`src/rtl/pwr_clk_defs.svh`:
```
// Purpose: Offsets, field positions, reset values and timing counts
// Assumes: Registers are 8 bits wide at 7-bit addresses
// Notes:   Included by the timer and control design files of the power/clock block
`ifndef PWR_CLK_DEFS_SVH
`define PWR_CLK_DEFS_SVH

// Register addresses
`define REG_PWR_PRIMARY 7'h6b
`define REG_AXIS_STBY 7'h6c
`define REG_SERIAL_CFG 7'h70
`define REG_QCOUNT_HIGH 7'h72
`define REG_QCOUNT_LOW 7'h73

// power_control_primary fields
`define PCP_RESET_BIT 7
`define PCP_SLEEP_BIT 6
`define PCP_CYCLE_BIT 5
`define PCP_GSTBY_BIT 4
`define PCP_TDIS_BIT 3
`define PCP_CLOCK_SOURCE_SELECT_MSB 2
`define PCP_CLOCK_SOURCE_SELECT_LSB 0

// axis_standby_control fields
`define AXS_ACCEL_X_BIT 5
`define AXS_ACCEL_Y_BIT 4
`define AXS_ACCEL_Z_BIT 3
`define AXS_ROT_X_BIT 2
`define AXS_ROT_Y_BIT 1
`define AXS_ROT_Z_BIT 0
`define AXS_USED_MASK 8'h3f

// serial_port_config fields
`define SPC_TWI_DIS_BIT 6
`define SPC_USED_MASK 8'h40

// Reset values
`define CLOCK_SOURCE_SELECT_DEFAULT 3'h1
`define PCP_RESET_VAL 8'h01
`define AXS_RESET_VAL 8'h00
`define SPC_RESET_VAL 8'h00

// Clock source select codes
`define CLOCK_SOURCE_SELECT_OSC_A 3'h0
`define CLOCK_SOURCE_SELECT_OSC_B 3'h6
`define CLOCK_SOURCE_SELECT_STOP 3'h7

// Timing
`define CLK_PERIOD_NS 10
`define SOFT_RESET_NS 100
`define SOFT_RESET_CYC \
    ((`SOFT_RESET_NS + `CLK_PERIOD_NS - 1) / `CLK_PERIOD_NS)
`define CYCLE_BASE_NS 1000
`define CYCLE_BASE_CYC (`CYCLE_BASE_NS / `CLK_PERIOD_NS)

`endif

```
`src/rtl/pwr_clk_pkg.sv`:
```
// Purpose: Types shared by the power/clock control block
// Assumes: Nothing beyond the defines header
// Notes:   Codes are written out so the state is readable in waves
`default_nettype none
package pwr_clk_pkg;
    typedef enum logic [1:0] {
        SRC_OSC = 2'b00,
        SRC_PLL = 2'b01,
        SRC_STOP = 2'b10
    } clk_src_t;

    typedef enum logic [0:0] {
        SR_IDLE = 1'b0,
        SR_BUSY = 1'b1
    } soft_rst_state_t;

    typedef logic [7:0] reg_byte_t;
    typedef logic [6:0] reg_addr_t;
endpackage
`default_nettype wire

```
`src/rtl/cycle_timer_if.sv`:
```
// Purpose: Link between the control registers and the wake timer
// Assumes: Both ends run on sys_clk
// Notes:   wake is a one-cycle pulse
`default_nettype none
interface cycle_timer_if;
    logic enable;
    logic [7:0] divider;
    logic wake;
    modport ctrl (output enable, output divider, input wake);
    modport timer (input enable, input divider, output wake);
endinterface
`default_nettype wire

```
`src/rtl/cycle_timer.sv`:
```
// Purpose: Wake pulse generator for duty-cycled accelerometer sampling
// Assumes: divider is stable while enable is high
// Notes:   Wake period is (divider + 1) * BASE_CYC clock cycles
`include "pwr_clk_defs.svh"
`default_nettype none
module cycle_timer #(
    parameter int BASE_CYC = `CYCLE_BASE_CYC
) (
    // Clock and reset
    input wire logic sys_clk,
    input wire logic nrst,
    // Control link
    cycle_timer_if.timer tif
);
    import pwr_clk_pkg::*;

    localparam logic [15:0] PRE_LAST = 16'(BASE_CYC - 1);

    logic [15:0] pre_reg;
    logic [7:0] div_reg;
    logic wake_reg;
    logic base_tick;

    assign base_tick = tif.enable && (pre_reg == PRE_LAST);
    assign tif.wake = wake_reg;

    // Dropping enable restarts the period so the first wake is a full one
    always_ff @(posedge sys_clk or negedge nrst) begin
        if (!nrst) begin
            pre_reg <= 16'h0000;
        end else if (!tif.enable || base_tick) begin
            pre_reg <= 16'h0000;
        end else begin
            pre_reg <= pre_reg + 16'h0001;
        end
    end

    always_ff @(posedge sys_clk or negedge nrst) begin
        if (!nrst) begin
            div_reg <= 8'h00;
        end else if (!tif.enable) begin
            div_reg <= 8'h00;
        end else if (base_tick) begin
            if (div_reg >= tif.divider) begin
                div_reg <= 8'h00;
            end else begin
                div_reg <= div_reg + 8'h01;
            end
        end
    end

    always_ff @(posedge sys_clk or negedge nrst) begin
        if (!nrst) begin
            wake_reg <= 1'b0;
        end else begin
            wake_reg <= base_tick && (div_reg >= tif.divider);
        end
    end
endmodule
`default_nettype wire

```
`src/rtl/power_clock_interface_ctrl.sv`:
```
// Purpose: Power, clock source, axis standby and serial port control
// Assumes: Register strobes come from the serial front end on sys_clk
// Notes:   pll_ready is analog-side and is synchronised here
//
// Behaviour
// - Reset bit write restores all register defaults
// - Reset bit self-clears when reset completes
// - Sleep bit puts device into sleep
// - Cycle mode alternates sleep and accel sample
// - All accel axes off: wake, no sample
// - Gyro standby keeps drive, PLL; sense off
// - Temperature disable bit turns sensor off
// - Codes 0 and 6 select internal oscillator
// - Codes 1-5 use PLL if ready, else oscillator
// - Code 7 stops clock, holds timing reset
// - Clock select resets to 001
// - Accel standby bits 5..3 disable axes
// - Gyro standby bits 2..0 disable axes
// - Two-wire disable forces SPI-only port
// - Count high reports upper count byte
// - High byte read latches coherent snapshot
`include "pwr_clk_defs.svh"
`default_nettype none
module power_clock_interface_ctrl #(
    parameter int BASE_CYC = `CYCLE_BASE_CYC
) (
    // Clock and reset
    input wire logic sys_clk,
    input wire logic nrst,
    // Register port from the serial front end
    input wire pwr_clk_pkg::reg_addr_t reg_addr,
    input wire pwr_clk_pkg::reg_byte_t reg_wdata,
    input wire logic reg_wr,
    input wire logic reg_rd,
    output pwr_clk_pkg::reg_byte_t reg_rdata,
    // Status from the rest of the device
    input wire logic pll_ready,
    input wire logic [15:0] fifo_count,
    input wire logic [7:0] sample_rate_divider,
    // Power controls
    output logic device_sleep,
    output logic cycle_wake,
    output logic accel_sample,
    output logic [2:0] accel_axis_en,
    output logic gyro_drive_en,
    output logic pll_en,
    output logic [2:0] gyro_sense_en,
    output logic temp_sensor_en,
    output logic regs_resetting,
    // Clock controls
    output logic use_pll,
    output logic clock_stop,
    output logic timing_gen_reset,
    // Serial port control
    output logic two_wire_enable
);
    import pwr_clk_pkg::*;

    localparam logic [7:0] SR_LAST = 8'(`SOFT_RESET_CYC - 1);

    function automatic clk_src_t decode_clk_src(input logic [2:0] sel,
                                                input logic ready);
        clk_src_t src;
        src = SRC_OSC;
        case (sel)
            `CLOCK_SOURCE_SELECT_OSC_A, `CLOCK_SOURCE_SELECT_OSC_B: src = SRC_OSC;
            `CLOCK_SOURCE_SELECT_STOP: src = SRC_STOP;
            default: src = ready ? SRC_PLL : SRC_OSC;
        endcase
        return src;
    endfunction

    cycle_timer_if tif ();

    soft_rst_state_t sr_state_reg;
    logic [7:0] sr_cnt_reg;
    logic sr_done;
    reg_byte_t pcp_reg;
    reg_byte_t axs_reg;
    reg_byte_t spc_reg;
    logic [15:0] snap_reg;
    logic pll_meta_reg;
    logic pll_sync_reg;
    logic wr_pcp;
    logic wr_axs;
    logic wr_spc;
    logic rd_high;
    logic rd_low;
    logic sleep_bit;
    logic gstby_bit;
    logic cycle_eff;
    logic [2:0] accel_on;
    logic [2:0] rot_on;
    clk_src_t src_next;
    reg_byte_t rdata_next;

    assign sr_done = (sr_state_reg == SR_BUSY) && (sr_cnt_reg == SR_LAST);
    assign wr_pcp = reg_wr && (reg_addr == `REG_PWR_PRIMARY);
    assign wr_axs = reg_wr && (reg_addr == `REG_AXIS_STBY);
    assign wr_spc = reg_wr && (reg_addr == `REG_SERIAL_CFG);
    assign rd_high = reg_rd && (reg_addr == `REG_QCOUNT_HIGH);
    assign rd_low = reg_rd && (reg_addr == `REG_QCOUNT_LOW);

    // PLL lock comes from the analog side, so it is resynchronised
    always_ff @(posedge sys_clk or negedge nrst) begin
        if (!nrst) begin
            pll_meta_reg <= 1'b0;
            pll_sync_reg <= 1'b0;
        end else begin
            pll_meta_reg <= pll_ready;
            pll_sync_reg <= pll_meta_reg;
        end
    end

    // Soft reset sequencer; register writes are ignored while it runs
    always_ff @(posedge sys_clk or negedge nrst) begin
        if (!nrst) begin
            sr_state_reg <= SR_IDLE;
            sr_cnt_reg <= 8'h00;
        end else begin
            case (sr_state_reg)
                SR_IDLE: begin
                    sr_cnt_reg <= 8'h00;
                    if (wr_pcp && reg_wdata[`PCP_RESET_BIT]) begin
                        sr_state_reg <= SR_BUSY;
                    end
                end
                SR_BUSY: begin
                    if (sr_done) begin
                        sr_state_reg <= SR_IDLE;
                        sr_cnt_reg <= 8'h00;
                    end else begin
                        sr_cnt_reg <= sr_cnt_reg + 8'h01;
                    end
                end
                default: begin
                    sr_state_reg <= SR_IDLE;
                    sr_cnt_reg <= 8'h00;
                end
            endcase
        end
    end

    // A reset write carries no other settings; the defaults win
    always_ff @(posedge sys_clk or negedge nrst) begin
        if (!nrst) begin
            pcp_reg <= `PCP_RESET_VAL;
        end else if (sr_done) begin
            pcp_reg <= `PCP_RESET_VAL;
        end else if (wr_pcp && (sr_state_reg == SR_IDLE) &&
                     !reg_wdata[`PCP_RESET_BIT]) begin
            pcp_reg <= reg_wdata;
        end
    end

    always_ff @(posedge sys_clk or negedge nrst) begin
        if (!nrst) begin
            axs_reg <= `AXS_RESET_VAL;
            spc_reg <= `SPC_RESET_VAL;
        end else if (sr_done) begin
            axs_reg <= `AXS_RESET_VAL;
            spc_reg <= `SPC_RESET_VAL;
        end else if (sr_state_reg == SR_IDLE) begin
            if (wr_axs) begin
                axs_reg <= reg_wdata & `AXS_USED_MASK;
            end
            if (wr_spc) begin
                spc_reg <= reg_wdata & `SPC_USED_MASK;
            end
        end
    end

    // Count snapshot: high read returns live byte and freezes the pair
    always_ff @(posedge sys_clk or negedge nrst) begin
        if (!nrst) begin
            snap_reg <= 16'h0000;
        end else if (rd_high) begin
            snap_reg <= fifo_count;
        end else if (rd_low) begin
            snap_reg <= fifo_count;
        end
    end

    always_comb begin
        rdata_next = 8'h00;
        case (reg_addr)
            `REG_PWR_PRIMARY: begin
                rdata_next = pcp_reg;
                rdata_next[`PCP_RESET_BIT] = (sr_state_reg == SR_BUSY);
            end
            `REG_AXIS_STBY: rdata_next = axs_reg;
            `REG_SERIAL_CFG: rdata_next = spc_reg;
            `REG_QCOUNT_HIGH: rdata_next = fifo_count[15:8];
            `REG_QCOUNT_LOW: rdata_next = snap_reg[7:0];
            default: rdata_next = 8'h00;
        endcase
    end

    always_ff @(posedge sys_clk or negedge nrst) begin
        if (!nrst) begin
            reg_rdata <= 8'h00;
        end else if (reg_rd) begin
            reg_rdata <= rdata_next;
        end
    end

    assign sleep_bit = pcp_reg[`PCP_SLEEP_BIT];
    assign gstby_bit = pcp_reg[`PCP_GSTBY_BIT];
    assign cycle_eff = pcp_reg[`PCP_CYCLE_BIT] && !sleep_bit &&
                       !gstby_bit;
    assign accel_on = ~{axs_reg[`AXS_ACCEL_X_BIT], axs_reg[`AXS_ACCEL_Y_BIT],
                        axs_reg[`AXS_ACCEL_Z_BIT]};
    assign rot_on = ~{axs_reg[`AXS_ROT_X_BIT], axs_reg[`AXS_ROT_Y_BIT],
                      axs_reg[`AXS_ROT_Z_BIT]};
    assign src_next = decode_clk_src(
        pcp_reg[`PCP_CLOCK_SOURCE_SELECT_MSB:`PCP_CLOCK_SOURCE_SELECT_LSB], pll_sync_reg);

    assign tif.enable = cycle_eff;
    assign tif.divider = sample_rate_divider;

    cycle_timer #(
        .BASE_CYC(BASE_CYC)
    ) u_cycle_timer (
        .sys_clk(sys_clk),
        .nrst(nrst),
        .tif(tif)
    );

    // Sleep and duty cycling; in cycle mode the part sleeps between wakes
    always_ff @(posedge sys_clk or negedge nrst) begin
        if (!nrst) begin
            device_sleep <= 1'b0;
            cycle_wake <= 1'b0;
            accel_sample <= 1'b0;
        end else begin
            device_sleep <= sleep_bit || (cycle_eff && !tif.wake);
            cycle_wake <= cycle_eff && tif.wake;
            accel_sample <= cycle_eff && tif.wake && (|accel_on);
        end
    end

    always_ff @(posedge sys_clk or negedge nrst) begin
        if (!nrst) begin
            accel_axis_en <= 3'h0;
            gyro_sense_en <= 3'h0;
            gyro_drive_en <= 1'b0;
            pll_en <= 1'b0;
            temp_sensor_en <= 1'b0;
        end else begin
            accel_axis_en <= sleep_bit ? 3'h0 : accel_on;
            gyro_sense_en <= (sleep_bit || gstby_bit || cycle_eff) ?
                             3'h0 : rot_on;
            gyro_drive_en <= !sleep_bit && !cycle_eff &&
                             (gstby_bit || (|rot_on));
            pll_en <= !sleep_bit && !cycle_eff &&
                      (gstby_bit || (|rot_on));
            temp_sensor_en <= !sleep_bit &&
                              !pcp_reg[`PCP_TDIS_BIT];
        end
    end

    always_ff @(posedge sys_clk or negedge nrst) begin
        if (!nrst) begin
            use_pll <= 1'b0;
            clock_stop <= 1'b0;
            timing_gen_reset <= 1'b1;
            regs_resetting <= 1'b0;
            two_wire_enable <= 1'b1;
        end else begin
            use_pll <= (src_next == SRC_PLL);
            clock_stop <= (src_next == SRC_STOP);
            timing_gen_reset <= (src_next == SRC_STOP);
            regs_resetting <= (sr_state_reg == SR_BUSY);
            two_wire_enable <= !spc_reg[`SPC_TWI_DIS_BIT];
        end
    end

    localparam int SR_DONE = `SOFT_RESET_CYC + 1;
endmodule
`default_nettype wire

```
`config.mk`:
```
export PLATFORM = sky130hd
export DESIGN_NAME = power_clock_interface_ctrl
export DESIGN_NICKNAME = d
export VERILOG_FILES = /design/src/rtl/pwr_clk_pkg.sv /design/src/rtl/cycle_timer_if.sv /design/src/rtl/cycle_timer.sv /design/src/rtl/power_clock_interface_ctrl.sv
export VERILOG_INCLUDE_DIRS = /design/src /design/src/rtl
export SDC_FILE = /design/constraint.sdc
export NUM_CORES = 1
export LEC_CHECK = 0
export BUFFER_PORTS_ARGS = -buffer_cell sky130_fd_sc_hd__buf_2
export CAP_MARGIN = 15
export CORE_ASPECT_RATIO = 0.75
export CORE_MARGIN = 10
export CORE_UTILIZATION = 45
export DETAILED_ROUTE_END_ITERATION = 8
export HOLD_SLACK_MARGIN = 0.1
export PLACE_DENSITY = 0.66
export RECOVER_POWER = 25
export REMOVE_ABC_BUFFERS = 1
export SLEW_MARGIN = 20
export SYNTH_ARGS = -nofsm -noshare
export SYNTH_HDL_FRONTEND = slang
export SYNTH_SLANG_ARGS = --single-unit
```
`constraint.sdc`:
```
create_clock -name sys_clk -period 4.4 [get_ports sys_clk]
set_input_delay 1.1 -clock sys_clk [delete_from_list [all_inputs] [get_ports sys_clk]]
set_output_delay 1.1 -clock sys_clk [all_outputs]
set_load 0.02 [all_outputs]
```
==> results of run 1 <==
-- final cells by class --
type,count,share of cell area
inverter,27,0.0218
multi-input combinational,251,0.373
tap,108,0.0290
clock inverter,3,0.00860
clock buffer,12,0.0529
sequential,82,0.442
timing repair buffer,68,0.0731
-- cell families after synthesis --
family,share of synthesized area
AND/OR/NAND/NOR,0.184
flip-flops,0.518
AO/OA/AOI/OAI,0.108
buffers and inverters,0.0448
multiplexers,0.0681
XOR/XNOR,0.0397
adder cells (fa/ha/maj),0.0378
-- per-layer routing --
layer	vias up	global-route usage	part of all wire
met5	-	0	0
li1	1431	-	-
met2	71	0.213	0.47
met4	0	0.0397	0.0090
met3	11	0.0585	0.065
met1	1440	0.186	0.46
-- synthesized netlist by cell type (5+ instances only) --
| cell | number |
|---|---|
| and3_1 | 11 |
| mux2i_1 | 18 |
| mux2_2 | 8 |
| o31ai_1 | 5 |
| dfrtp_1 | 79 |
| buf_2 | 10 |
| a21oi_1 | 5 |
| o22ai_1 | 9 |
| a22oi_1 | 12 |
| o22a_1 | 6 |
| inv_1 | 27 |
| xnor2_1 | 10 |
| nand2_1 | 15 |
| nand3_1 | 21 |
| nor2_1 | 54 |
| xor2_1 | 8 |
| nor2b_1 | 7 |
| ha_1 | 12 |
-- where the power goes --
part           switching [µW]  internal, µW  leakage, µW
Clock                     281           450     0.000142
Sequential               19.5           785      0.00108
Combinational            76.8          49.3     0.000973
-- through the flow --
| step | utilization | hold slack [ns] | setup WS (ns) |
|---|---|---|---|
| 5_1_grt | 0.546 | 0.366 | 1.50 |
| 2_1_floorplan | - | 0.331 | 1.71 |
| 3_3_place_gp | 0.513 | 0.334 | 1.51 |
| 4_1_cts | 0.546 | 0.359 | 1.77 |
| 6_report | 0.546 | 0.354 | 1.76 |
| 3_5_place_dp | 0.513 | 0.346 | 1.43 |
-- how the worst max path moves through the flow --
stage | startpoint | end | slack (ns) | cells past startpoint
2_1_floorplan | sample_rate_divider[7] | u_cycle_timer.div_reg[4]$_DFFE_PN0N_ | 1.71 | 7
3_3_place_gp | sample_rate_divider[7] | u_cycle_timer.div_reg[5]$_DFFE_PN0N_ | 1.51 | 8
3_5_place_dp | sample_rate_divider[6] | u_cycle_timer.div_reg[6]$_DFFE_PN0N_ | 1.43 | 8
4_1_cts | sample_rate_divider[6] | u_cycle_timer.div_reg[6]$_DFFE_PN0N_ | 1.77 | 8
5_1_grt | nrst | snap_reg[4]$_DFFE_PN0P_ | 1.50 | 1
6_report | sample_rate_divider[6] | u_cycle_timer.div_reg[6]$_DFFE_PN0N_ | 1.76 | 8
==> results.toml, run 1 <==
[cells_and_area]
layout_commonest_cell = "dfrtp_1"
antenna_cells = 0
regArea_um2 = 2060
fillers = 739
largest_reg_flops = 16
multi_input_area_um2 = 1740
fin_cells = 551
final_cell_mix = "dfrtp_1 (79), buf_2 (67), nor2_1 (54)"
nNetsFinal = 495
drive_above_1_share = 0.226
fin_area_um2 = 4660
synthToLayoutAreaGrowth_pct = 17.3

[power]
cellLeakagePower_uw = 0.00220
ir_drop_v = 0.000246
power_uw = 1660
p_per_area_nw_per_um2 = 357

[global_routing]
grt_max_degree = 83
grt_overflow_total = 0
grt_pass1_vias = 3079
grt_pass1_wl_mm = 15.1
antenna_found_initial = 0
track_usage = 0.142

[timing]
rsz0062_at_grt = "false"
layout_min_cycle_time_ns = 2.64
setup_viol = 0
fmax_mhz = 378
finalHoldViolations = 0
setup_tns_ns = 0
slew_viol_final = 83
maxSlewHeadroom = -0.332
final.period_utilization = 0.601
worst_pin_slew_ns = 2.00
finClkSkew_ns = 0.00786

[die]
dieWidth_um = 128
die_y_um = 101
initial_utilization = 0.466
rows = 29
ios = 69
dieArea_um2 = 13000
coreArea_um2 = 8530

[cts]
cts_max_level = 3
numCtsBuffers = 9
cts_hold_buf = 0
cts-root-buf = "clkbuf_16"
numClockSinks = 82
cts_tree = "built"
clk_latency_ns = 0.34
path_clk_slew_ns = 0.06
cts_resized = 0
max-clock-path-buffers = 2
postCtsSetupBuffers = 0

[critical_path]
crit_fanout = 10
r2r_setup_slack_ns = 2.17
path_delay_family = "compound AO/OA/AOI/OAI gates"
r2r-end = "u_cycle_timer.div_reg[6]$_DFFE_PN0N_"
slowest_stage = "a221o_1"
rr_worst_depth = 6
crit_required_ns = 4.64
start_kind = "primary input"
slowest_delay_ns = 0.38
path_buf_inv = 2
crit_chain = "buf_2 > inv_1 > ha_1 > a21o_1 > a221o_1 > a41oi_4 > nand3_4 > o31ai_1"
endpoint_kind = "flip-flop"
crit-reg2reg-launch = "u_cycle_timer.div_reg[4]$_DFFE_PN0N_"
cp.arrival_ns = 2.88
path_class = "primary input to flip-flop"

[logic_synthesis]
yosys_warnings = 0
synthesis.instances = 374
synth_top_cell_area_share = 0.498
yosys.area.top_type = "dfrtp_1"
synth_cell_types = 54
synthTopCellsByArea = "dfrtp_1 (50%), nor2_1 (5.1%), mux2i_1 (4.5%)"
ys_seq_area_frac = 0.518
synth-main-ff-cell = "dfrtp_1"
ys_ff_latch = 82
synth_edf_count = 0
synthArstFlopShare = 1.00
netlist_area_um2 = 3970
syn-mean-instance-area_um2 = 10.6

[status]
violations = "max-capacitance violations, max-slew violations"
status = "complete, but fails checks"

[place]
dp_hpwl_mm = 6.60
place_congestion = 0.781
place_inst = 536
port_buffers = 68
placed_area_um2 = 4370

[run]
drv_cap = 1

[route]
routedWlPerCell_um = 16.2
drtPass1Iterations = 4
drt-total-wl_mm = 8.91
ant_nets = 0
vias = 2953
viasPerCell = 5.36
drt_iter0_markers = 238
drc = 0

[worst_hold_path]
holdCritStartpoint = "pll_meta_reg$_DFF_PN0_"
min_to = "pll_sync_reg$_DFF_PN0_"
hold_depth = 0
hp-class = "flip-flop to flip-flop"
Note: power is estimated with default switching activity, not from simulation.
==> run 2, diff against run 1 <==
clock period = 2.7 ns   (was 4.4 ns; I/O delays follow)
==> run 2 against run 1 <==
  * The run now ends clean
  * Clock power up 90%
  * Worst setup slack worse by 1.3 ns
  * Clock-buffer cell count down 3
  * Clock skew down 0.0017 ns
  * Final area up 2.2%
  * Via count up 1.0%
  * Hold slack worse by 0.0062 ns
  * Register-to-register slack worse by 1.7 ns
  * Sequential share of layout area down 0.95 points
  * Core utilization up 1.2 points
  * Cell count up 1.1%
  * Critical path depth down 2
  * Critical endpoint is now u_cycle_timer.div_reg[4]$_DFFE_PN0N_
  * Largest power group is now clock
==> results.toml, run 2 (synthesis results as in run 1) <==
[place]
place_congestion = 0.789
port_buffers = 68
dp_hpwl_mm = 6.67
place_inst = 541

[global_routing]
antenna_found_initial = 0
grt_max_degree = 44
grt_pass1_wl_mm = 15.1
grt_pass1_vias = 3076
grt_overflow_total = 0
track_usage = 0.142

[timing]
finalHoldViolations = 0
slew_viol_final = 0
maxSlewHeadroom = 0.317
worst_pin_slew_ns = 1.02
finClkSkew_ns = 0.00620
layout_min_cycle_time_ns = 2.20
final.period_utilization = 0.814
fmax_mhz = 455
rsz0062_at_grt = "false"
setup_viol = 0
setup_tns_ns = 0
hold-worst-slack_ns = 0.348

[cts]
postCtsSetupBuffers = 0
cts_resized = 0
cts_max_level = 3
path_clk_slew_ns = 0.06
numClockSinks = 82
cts_hold_buf = 0
max-clock-path-buffers = 2
clk_latency_ns = 0.33
cts-root-buf = "clkbuf_16"
numCtsBuffers = 9
cts_tree = "built"

[die]
coreArea_um2 = 8530
initial_utilization = 0.466
dieArea_um2 = 13000
rows = 29
ios = 69
die_y_um = 101
dieWidth_um = 128

[power]
p_sw_frac = 0.222
p_int_uw = 2270
clkPwrFrac = 0.478
power_frac_seq = 0.450
p_per_area_nw_per_um2 = 612
ir_drop_v = 0.000610
p_comb_frac = 0.072
cellLeakagePower_uw = 0.00225
switching_power_uw = 648
power_uw = 2910

[cells_and_area]
final_cell_mix = "dfrtp_1 (79), buf_2 (67), nor2_1 (54)"
synthToLayoutAreaGrowth_pct = 19.9
drive_above_1_share = 0.238
regArea_um2 = 2060
nNetsFinal = 500
finish.utilization = 0.558
largest_reg_flops = 16
fillers = 731
multi_input_area_um2 = 1740
fin_cells = 557
layout_commonest_cell = "dfrtp_1"
antenna_cells = 0

[status]
status = "finished clean"

[critical_path]
slowest_delay_ns = 0.39
cp.arrival_ns = 2.41
slowest_stage = "dfrtp_1"
crit_required_ns = 2.91
crit_fanout = 7
endpoint_kind = "flip-flop"
rr_worst_depth = 6
path_class = "flip-flop to flip-flop"
crit_chain = "ha_1 > nor4b_1 > nand4_1 > and2_0 > a22oi_1 > o31ai_1"
start_kind = "flip-flop"

[route]
drtPass1Iterations = 5
drc = 0
vias = 2983
drt_iter0_markers = 194
routedWlPerCell_um = 16.0
ant_nets = 0
drt-total-wl_mm = 8.90
viasPerCell = 5.36

[run]
drv_cap = 0

[worst_hold_path]
hold_depth = 0
hp-class = "flip-flop to flip-flop"
==> run 2: final timing paths <==
| kind | from | end | slack, ns |
|---|---|---|---|
| min in group asynchronous | nrst | u_cycle_timer.pre_reg[11]$_DFF_PN0_ | 0.51 |
| max | u_cycle_timer.pre_reg[0]$_DFF_PN0_ | u_cycle_timer.div_reg[4]$_DFFE_PN0N_ | 0.50 |
| min reg2reg | pll_meta_reg$_DFF_PN0_ | pll_sync_reg$_DFF_PN0_ | 0.35 |
| max reg2reg | u_cycle_timer.pre_reg[0]$_DFF_PN0_ | u_cycle_timer.div_reg[4]$_DFFE_PN0N_ | 0.50 |
| min | pll_meta_reg$_DFF_PN0_ | pll_sync_reg$_DFF_PN0_ | 0.35 |
| max in group asynchronous | nrst | timing_gen_reset$_DFF_PN1_ | 1.37 |
==> run 2: critical path, delay by kind of cell (launching register included) <==
kind                       cells  cell delay, ns
and+or+nand+nor                3            1.11
AOI/OAI and AO/OA              2            0.35
adders and majority gates      1            0.23
DFF                            1            0.39
==> run 2: power by group through the flow <==
stage	clock network (µW)	registers, µW	logic [µW]
finish	1390	1310	211
global route	1470	1320	237
CTS	1420	1310	217
detailed placement	0	1330	216
global placement	0	1330	211
floorplan	0	1350	79.4
==> run 2: cell type report <==
type / instances / area share
inverter: 27 / 0.0213
sequential: 82 / 0.432
clock inverter: 7 / 0.0247
timing repair buffer: 73 / 0.0813
tap: 108 / 0.0284
multi-input combinational: 251 / 0.365
clock buffer: 9 / 0.0473
==> run 2: metal layers <==
layer,global-route usage,vias up,share of wire,wire length (µm)
li1,-,1452,-,-
met1,0.192,1451,0.46,4140
met2,0.215,71,0.47,4220
met3,0.0433,9,0.051,451
met4,0.0440,0,0.0097,86
met5,0,-,0,0
==> run 2: metrics by stage <==
step	cell area, µm²	setup slack, ns
global route	4760	0.337
finish	4760	0.502
detailed placement	4420	0.256
CTS	4760	0.536
global placement	4420	0.323
floorplan	3890	0.435
